<file path="src/include/sfcl_consts.svh">
// Constants for the serial frame check and transaction log block
`ifndef SFCL_CONSTS_SVH
`define SFCL_CONSTS_SVH
`define SFCL_FRAME_BITS 6'h20
`define SFCL_HDR_BITS 6'h08
`define SFCL_HDR_LAST 6'h07
`define SFCL_CNT_MAX 6'h3F
`define SFCL_CMD_READ 2'h1
`define SFCL_CMD_GROUP 2'h2
`define SFCL_CMD_BAD_LO 2'h0
`define SFCL_CMD_BAD_HI 2'h3
`define SFCL_ID_ALL 5'h00
`define SFCL_CFG_ADDR 7'h02
`define SFCL_INIT_PATTERN 5'h11
`define SFCL_CRC_POLY 3'h3
`define SFCL_CRC_INIT 3'h0
`endif

</file>
<file path="src/include/sfcl_pkg.sv">
// Types shared by the serial frame check and transaction log block
package sfcl_pkg;
  // Kind of the last logged frame
  typedef enum logic [3:0] {
    SFCL_KIND_INIT = 4'h1,
    SFCL_KIND_REJ = 4'h2,
    SFCL_KIND_QW = 4'h4,
    SFCL_KIND_QR = 4'h8
  } sfcl_kind_t;
  // Cumulative diagnostic bits, in precedence order
  typedef struct packed {
    logic len_err;
    logic crc_err;
    logic wr_err;
    logic rd_err;
  } sfcl_diag_t;
  // Executed instruction handed to the register map
  typedef struct packed {
    logic valid;
    logic is_read;
    logic [6:0] addr;
    logic [12:0] data;
  } sfcl_exec_t;
endpackage : sfcl_pkg

</file>
<file path="src/hw/sfcl_frame_log.sv">
// Serial slave frame qualification, fault flags and transaction record
`timescale 1ns/1ps
`include "sfcl_consts.svh"
module sfcl_frame_log
  import sfcl_pkg::*;
(
  // System
  input wire logic clock,
  input wire logic rstn,
  // Serial link pins
  input wire logic sclk,
  input wire logic chip_select_n,
  input wire logic sdi,
  output logic sdo_out,
  output logic sdo_oe_n,
  // Device configuration and status
  input wire logic [4:0] group_identifier,
  input wire logic [4:0] revision_code,
  input wire logic [2:0] grade_setting,
  input wire logic [6:0] status_summary,
  input wire logic [12:0] per_switch_status,
  input wire logic link_timeout,
  // Register map handshake
  output logic [6:0] frame_addr,
  input wire logic write_addr_ok,
  input wire logic read_addr_ok,
  input wire logic [12:0] read_data,
  output sfcl_exec_t exec,
  // Fault reporting
  output logic link_fault,
  output sfcl_diag_t diag
);

  // Three-bit checksum, MSB first, over a right-aligned message
  function automatic logic [2:0] crc3(input logic [28:0] msg);
    logic [2:0] c;
    logic fb;
    c = `SFCL_CRC_INIT;
    for (int i = 28; i >= 0; i--) begin
      fb = c[2] ^ msg[i];
      c = {c[1:0], 1'b0} ^ (fb ? `SFCL_CRC_POLY : 3'h0);
    end
    return c;
  endfunction : crc3

  logic [1:0] sclk_m, cs_m, sdi_m;
  logic sclk_s, sclk_d, cs_s, cs_d, sdi_s;
  logic sclk_rise, sclk_fall, cs_fall, cs_rise;
  logic [31:0] rx;
  logic [31:0] next_rx;
  logic [5:0] bit_count;
  logic timed_out;
  logic [23:0] out_shift;
  logic release_out;
  sfcl_kind_t kind;
  logic [6:0] last_addr;
  logic [12:0] last_data;
  logic [12:0] last_rd;
  logic [20:0] body;
  logic [23:0] reply;

  // Two-stage synchronisers for the link pins
  always_ff @(posedge clock or negedge rstn) begin
    if (!rstn) begin
      sclk_m <= 2'h0;
      cs_m <= 2'h3;
      sdi_m <= 2'h0;
    end else begin
      sclk_m <= {sclk_m[0], sclk};
      cs_m <= {cs_m[0], chip_select_n};
      sdi_m <= {sdi_m[0], sdi};
    end
  end
  assign sclk_s = sclk_m[1];
  assign cs_s = cs_m[1];
  assign sdi_s = sdi_m[1];

  // Delayed copies for edge detection
  always_ff @(posedge clock or negedge rstn) begin
    if (!rstn) begin
      sclk_d <= 1'b0;
      cs_d <= 1'b1;
    end else begin
      sclk_d <= sclk_s;
      cs_d <= cs_s;
    end
  end
  assign sclk_rise = sclk_s & ~sclk_d & ~cs_s;
  assign sclk_fall = ~sclk_s & sclk_d & ~cs_s;
  assign cs_fall = ~cs_s & cs_d;
  assign cs_rise = cs_s & ~cs_d;
  assign next_rx = {rx[30:0], sdi_s};

  // Input shift register and clock counter
  always_ff @(posedge clock or negedge rstn) begin
    if (!rstn) begin
      rx <= 32'h0000_0000;
      bit_count <= 6'h00;
    end else if (cs_fall) begin
      rx <= 32'h0000_0000;
      bit_count <= 6'h00;
    end else if (sclk_rise) begin
      rx <= next_rx;
      if (bit_count != `SFCL_CNT_MAX) begin
        bit_count <= bit_count + 6'h01;
      end
    end
  end

  // Timeout seen during the frame
  always_ff @(posedge clock or negedge rstn) begin
    if (!rstn) begin
      timed_out <= 1'b0;
    end else if (cs_fall) begin
      timed_out <= 1'b0;
    end else if (!cs_s && link_timeout) begin
      timed_out <= 1'b1;
    end
  end

  // Frame decode and qualification
  logic is_read, len_bad, crc_bad, wr_bad, rd_bad, non_member, qualified, cfg_read;
  logic [1:0] cmd;
  logic [4:0] id;
  sfcl_diag_t fault;
  assign is_read = rx[31];
  assign cmd = rx[30:29];
  assign id = rx[28:24];
  assign frame_addr = rx[22:16];
  assign len_bad = (bit_count != `SFCL_FRAME_BITS) || timed_out;
  assign crc_bad = crc3(rx[31:3]) != rx[2:0];
  assign wr_bad = !is_read && (cmd == `SFCL_CMD_BAD_LO || cmd == `SFCL_CMD_BAD_HI
                               || !write_addr_ok);
  assign rd_bad = is_read && (rx[15:3] != 13'h0000 || cmd != `SFCL_CMD_READ
                              || !read_addr_ok);
  // Group call for another group without a length fault is ignored here
  assign non_member = !len_bad && !is_read && cmd == `SFCL_CMD_GROUP
                      && id != `SFCL_ID_ALL && id != group_identifier;
  always_comb begin
    fault = '0;
    if (len_bad) begin
      fault.len_err = 1'b1;
    end else if (crc_bad) begin
      fault.crc_err = 1'b1;
    end else if (wr_bad) begin
      fault.wr_err = 1'b1;
    end else if (rd_bad) begin
      fault.rd_err = 1'b1;
    end
  end
  assign qualified = (fault == '0);
  assign cfg_read = qualified && is_read && frame_addr == `SFCL_CFG_ADDR;

  always_ff @(posedge clock or negedge rstn) begin
    if (!rstn) begin
      exec <= '0;
    end else begin
      exec.valid <= cs_rise && qualified && !non_member;
      if (cs_rise) begin
        exec.is_read <= is_read;
        exec.addr <= frame_addr;
        exec.data <= rx[15:3];
      end
    end
  end

  // sticky fault flag, dropped by clearing read
  always_ff @(posedge clock or negedge rstn) begin
    if (!rstn) begin
      link_fault <= 1'b0;
    end else if (cs_rise && !non_member && !qualified) begin
      link_fault <= 1'b1;
    end else if (cs_rise && cfg_read) begin
      link_fault <= 1'b0;
    end
  end

  always_ff @(posedge clock or negedge rstn) begin
    if (!rstn) begin
      diag <= '0;
    end else if (cs_rise && !non_member) begin
      diag <= cfg_read ? '0 : (diag | fault);
    end
  end

  // record kind and stored fields at select rise
  always_ff @(posedge clock or negedge rstn) begin
    if (!rstn) begin
      kind <= SFCL_KIND_INIT;
      last_addr <= 7'h00;
      last_data <= 13'h0000;
      last_rd <= 13'h0000;
    end else if (cs_rise && !non_member) begin
      if (!qualified) begin
        kind <= SFCL_KIND_REJ;
      end else if (is_read) begin
        kind <= SFCL_KIND_QR;
        last_addr <= frame_addr;
        last_rd <= read_data;
      end else begin
        kind <= SFCL_KIND_QW;
        last_addr <= frame_addr;
        last_data <= rx[15:3];
      end
    end
  end

  // Reply body chosen by the current mode and the last record kind
  always_comb begin
    body = 21'h000000;
    if (next_rx[7]) begin
      // live status with stored read data
      body = {link_fault, status_summary, last_rd};
    end else begin
      unique case (kind)
        SFCL_KIND_INIT: body = {1'b0, 7'h00, revision_code, grade_setting,
                                `SFCL_INIT_PATTERN};
        SFCL_KIND_REJ: body = {1'b1, 7'h00, 4'h0, diag, 5'h00};
        SFCL_KIND_QW: body = {link_fault, last_addr, last_data};
        SFCL_KIND_QR: body = {link_fault, last_addr, per_switch_status};
        default: body = 21'h000000;
      endcase
    end
  end
  assign reply = {body, crc3({8'h00, body})};

  // group membership decided on the eighth input bit
  always_ff @(posedge clock or negedge rstn) begin
    if (!rstn) begin
      release_out <= 1'b0;
    end else if (cs_fall) begin
      release_out <= 1'b0;
    end else if (sclk_rise && bit_count == `SFCL_HDR_LAST) begin
      release_out <= !next_rx[7] && next_rx[6:5] == `SFCL_CMD_GROUP
                     && next_rx[4:0] != `SFCL_ID_ALL && next_rx[4:0] != group_identifier;
    end
  end

  // Output shift register; group calls load zeros so sdo_out stays low
  always_ff @(posedge clock or negedge rstn) begin
    if (!rstn) begin
      out_shift <= 24'h000000;
    end else if (cs_fall) begin
      out_shift <= 24'h000000;
    end else if (sclk_rise && bit_count == `SFCL_HDR_LAST) begin
      out_shift <= (!next_rx[7] && next_rx[6:5] == `SFCL_CMD_GROUP) ? 24'h000000 : reply;
    end else if (sclk_fall && bit_count >= `SFCL_HDR_BITS) begin
      out_shift <= {out_shift[22:0], 1'b0};
    end
  end

  // output bit, zero through the header
  always_ff @(posedge clock or negedge rstn) begin
    if (!rstn) begin
      sdo_out <= 1'b0;
    end else if (cs_fall) begin
      sdo_out <= 1'b0;
    end else if (sclk_fall && bit_count >= `SFCL_HDR_BITS && !release_out) begin
      sdo_out <= out_shift[23];
    end
  end

  // Drive while selected, except after the header of a foreign group call
  always_ff @(posedge clock or negedge rstn) begin
    if (!rstn) begin
      sdo_oe_n <= 1'b1;
    end else begin
      sdo_oe_n <= cs_s | (release_out && bit_count >= `SFCL_HDR_BITS);
    end
  end

  logic qualified_q;

  always_ff @(posedge clock or negedge rstn) begin
    if (!rstn) begin
      qualified_q <= 1'b0;
    end else begin
      qualified_q <= qualified;
    end
  end
endmodule : sfcl_frame_log

</file>
<file path="config.mk">
export PLATFORM = sky130hd
export DESIGN_NAME = sfcl_frame_log
export DESIGN_NICKNAME = d
export VERILOG_FILES = /design/src/include/sfcl_pkg.sv /design/src/hw/sfcl_frame_log.sv
export VERILOG_INCLUDE_DIRS = /design/src /design/src/include
export SDC_FILE = /design/constraint.sdc
export NUM_CORES = 1
export LEC_CHECK = 0
export BUFFER_PORTS_ARGS = -buffer_cell sky130_fd_sc_hd__buf_2
export CORE_ASPECT_RATIO = 1.5
export CORE_MARGIN = 1.5
export CORE_UTILIZATION = 40
export DETAILED_ROUTE_END_ITERATION = 12
export GPL_TIMING_DRIVEN = 1
export SYNTH_ARGS = -nofsm -noshare
export SYNTH_HDL_FRONTEND = slang
export SYNTH_SLANG_ARGS = --single-unit
</file>
<file path="constraint.sdc">
create_clock -name clock -period 4.1 [get_ports clock]
set_clock_uncertainty 0.1 [all_clocks]
set_input_delay 0.205 -clock clock [delete_from_list [all_inputs] [get_ports clock]]
set_output_delay 0.205 -clock clock [all_outputs]
set_load 0.02 [all_outputs]
</file>
==> impl_metrics.env <==
export IMPL_cts_buffer_depth=2
export IMPL_grt_pass1_vias=5837
export IMPL_rr_worst_depth=9
export IMPL_worst_pin_slew_ns=1.16
export IMPL_cts_setup_buffers=0
export IMPL_maxSlewHeadroom_pct=22.7
export IMPL_min_delay_start="status_summary[2]"
export IMPL_htreeDepth=4
export IMPL_routed_wl_mm=19.2
export IMPL_drtIter0Drc=344
export IMPL_arrival_ns=3.71
export IMPL_final_nets=846
export IMPL_syn_inst=697
export IMPL_final_cell_mix="133 x dfrtp_1, 95 x nand2_1, 88 x buf_2"
export IMPL_area_delta_synth_final_pct=19.2
export IMPL_clkSinkCount=138
export IMPL_initial_core_util_pct=40.8
export IMPL_holdBufCountCts=18
export IMPL_vias=5616
export IMPL_syn_cell_area_sq_mm=0.00729
export IMPL_synth_compound_area_share_pct=15.0
export IMPL_fmax_ghz=0.285
export IMPL_synth_seq_area_share_pct=47.4
export IMPL_clock_latency_ns=0.43
export IMPL_worstSetupEndpointType="register"
export IMPL_die_y_microns=168
export IMPL_drive_gt1_share_pct=24.6
export IMPL_antenna_cells=0
export IMPL_power_density_mw_per_mm2=366
export IMPL_drt_vias_per_instance=5.52
export IMPL_io_buffers=89
export IMPL_drc=0
export IMPL_place_detailed_hpwl_mm=13.7
export IMPL_tritoncts="built"
export IMPL_r2r_end="last_rd[3]$_DFFE_PN0P_"
export IMPL_ys_warn_count=0
export IMPL_grt_pass1_wl_mm=30.7
export IMPL_r2r_setup_slack_ns=0.59
export IMPL_fin_area_sq_mm=0.00869
export IMPL_syn_nets=755
export IMPL_holdPathEnd="out_shift[18]$_DFFE_PN0P_"
export IMPL_multi_input_area_sq_mm=0.00357
export IMPL_wire_per_inst_microns=18.8
export IMPL_synthXorXnorAreaFrac_pct=12.2
export IMPL_cp_required_ns=4.31
export IMPL_muxShareOfSynthArea_pct=9.32
export IMPL_die_area_sq_mm=0.0191
export IMPL_ir_drop_mv=0.208
export IMPL_grt_max_degree=106
export IMPL_syn_avg_cell_area_sq_um=10.5
export IMPL_path_clk_slew_ns=0.06
export IMPL_min_delay_path_class="in -> reg"
export IMPL_layout_commonest_cell="dfrtp_1"
export IMPL_setup_violations=0
export IMPL_fin_tns_setup_ns=0
export IMPL_yosys_area_share_adder_pct=0.686
export IMPL_n_fill_cell=1672
export IMPL_antenna_found_initial=0
export IMPL_total_power_w=0.00318
export IMPL_row_count=60
export IMPL_seq_area_sq_mm=0.00346
export IMPL_maxCapViolations=0
export IMPL_finalCriticalPeriod_ns=3.51
export IMPL_numCtsBuffers=17
export IMPL_die_w_microns=113
export IMPL_synth_top_family_by_area="compound AO/OA/AOI/OAI gates"
export IMPL_place_area_sq_mm=0.00789
export IMPL_finalHoldViolations=0
export IMPL_synth_edf_count=0
export IMPL_rsz0062_at_grt="no"
export IMPL_status="complete, no violations"
export IMPL_critPathKind="reg -> reg"
export IMPL_cts_root_buf="clkbuf_16"
export IMPL_gr_total_overflow=0
export IMPL_synth_simple_area_share_pct=11.7
export IMPL_gp_congestion=0.846
export IMPL_grt_total_usage_pct=20.9
export IMPL_ys_types=59
export IMPL_synthFlopType="dfrtp_1"
export IMPL_dr_pass1_iters=5
export IMPL_r2r_start="rx[31]$_DFFE_PN0P_"
export IMPL_ys_ff_latch=138
export IMPL_leakage_nw=4.11
export IMPL_path_max_fanout=14
export IMPL_final_period_utilization_pct=85.5
export IMPL_design_portCount=90
export IMPL_startpoint_type="register"
export IMPL_core_sq_mm=0.0179
export IMPL_postRouteAntennaNets=0
export IMPL_min_path_cells=4
export IMPL_ys_async_sr_fraction_pct=100
export IMPL_cts_resized=0
export IMPL_drv_slew=0
[critical path: stages (launching register included)]
cell and delay, ns:
dfrtp_1 0.53, xnor2_2 0.31, xor2_1 0.25, xnor3_1 0.49
or3_1 0.36, a211o_1 0.32, a21oi_4 0.23, and3_1 0.19
buf_4 0.23, mux2_2 0.37
[worst max-delay path by stage]
stage	start	slack, ns	endpoint	cells after the start
final	rx[31]$_DFFE_PN0P_	0.59	last_rd[3]$_DFFE_PN0P_	9
after global routing	rx[31]$_DFFE_PN0P_	0.43	last_rd[3]$_DFFE_PN0P_	9
after CTS	rx[31]$_DFFE_PN0P_	0.61	last_rd[4]$_DFFE_PN0P_	9
after detailed placement	rx[31]$_DFFE_PN0P_	0.64	last_rd[1]$_DFFE_PN0P_	9
after global placement	rx[31]$_DFFE_PN0P_	0.75	last_rd[2]$_DFFE_PN0P_	9
after floorplan	rx[31]$_DFFE_PN0P_	0.95	last_rd[10]$_DFFE_PN0P_	10
[synth_stat cells (6+ instances only)]
master	count	area share (%)
mux2_2	46	7.1
xor2_1	26	3.1
o21ai_0	45	3.1
nand3_1	9	0.62
o21a_1	14	1.4
a21oi_1	49	3.4
clkbuf_1	34	1.7
mux2_1	9	1.4
buf_4	8	0.82
xnor3_1	12	3.7
mux2i_1	6	0.82
inv_1	11	0.57
nor2b_1	12	1.0
dfrtp_1	133	46
a22o_1	6	0.72
nand2_1	95	4.9
nor2_1	27	1.4
xnor2_1	36	4.3
nor3_1	6	0.41
a22oi_1	29	3.0
[registers in the layout, summed over array words and instances (netlist names)]
name         cells
rx              32
out_shift       24
exec            22
last_data       13
last_rd         13
last_addr        7
bit_count        6
diag             4
kind             4
cs_m             2
sclk_m           2
sdi_m            2
cs_d             1
link_fault       1
release_out      1
sclk_d           1
sdo_oe_n         1
sdo_out          1
timed_out        1
[through the flow]
stage / hold WS, ns / utilization, % / std cells / worst slack (ns)
after floorplan: -0.191 / - / 697 / 0.955
after global placement: 0.214 / 44.2 / 968 / 0.755
after detailed placement: 0.211 / 44.2 / 968 / 0.644
after CTS: 0.152 / 48.6 / 1018 / 0.613
after global routing: 0.176 / 48.6 / 1018 / 0.434
final: 0.157 / 48.6 / 1018 / 0.595
[layout make-up]
type	count	share of cell area (%)
Sequential cell	138	39.8
Tap cell	217	3.12
Clock inverter	14	2.06
Inverter	12	0.518
Clock buffer	18	5.05
Multi-Input combinational cell	499	41.1
Timing Repair Buffer	120	8.39
[metal layers]
metal  wire, microns  global-route usage, %  up-vias
met5               0                      0        -
met4             656                   9.24        0
met3             740                   4.07       44
met2            9870                   36.4      156
met1            7920                   24.9     2788
li1                -                      -     2628
[cells by family after synthesis]
family / after synthesis
fa+ha+maj: 4
xor+xnor: 78
compound gates: 172
buf+inv: 60
mux: 61
flops: 138
simple gates: 184
[where the power goes]
group / internal [W] / leakage [nW] / switching, W / total [W]
clock: 0.000942 / 0.303 / 0.000667 / 0.00161
sequential: 0.00139 / 1.85 / 0.0000175 / 0.00141
combinational: 0.0000693 / 1.96 / 0.0000958 / 0.000165
total: 0.00240 / 4.11 / 0.000781 / 0.00318
(Power assumes the default switching activity.)
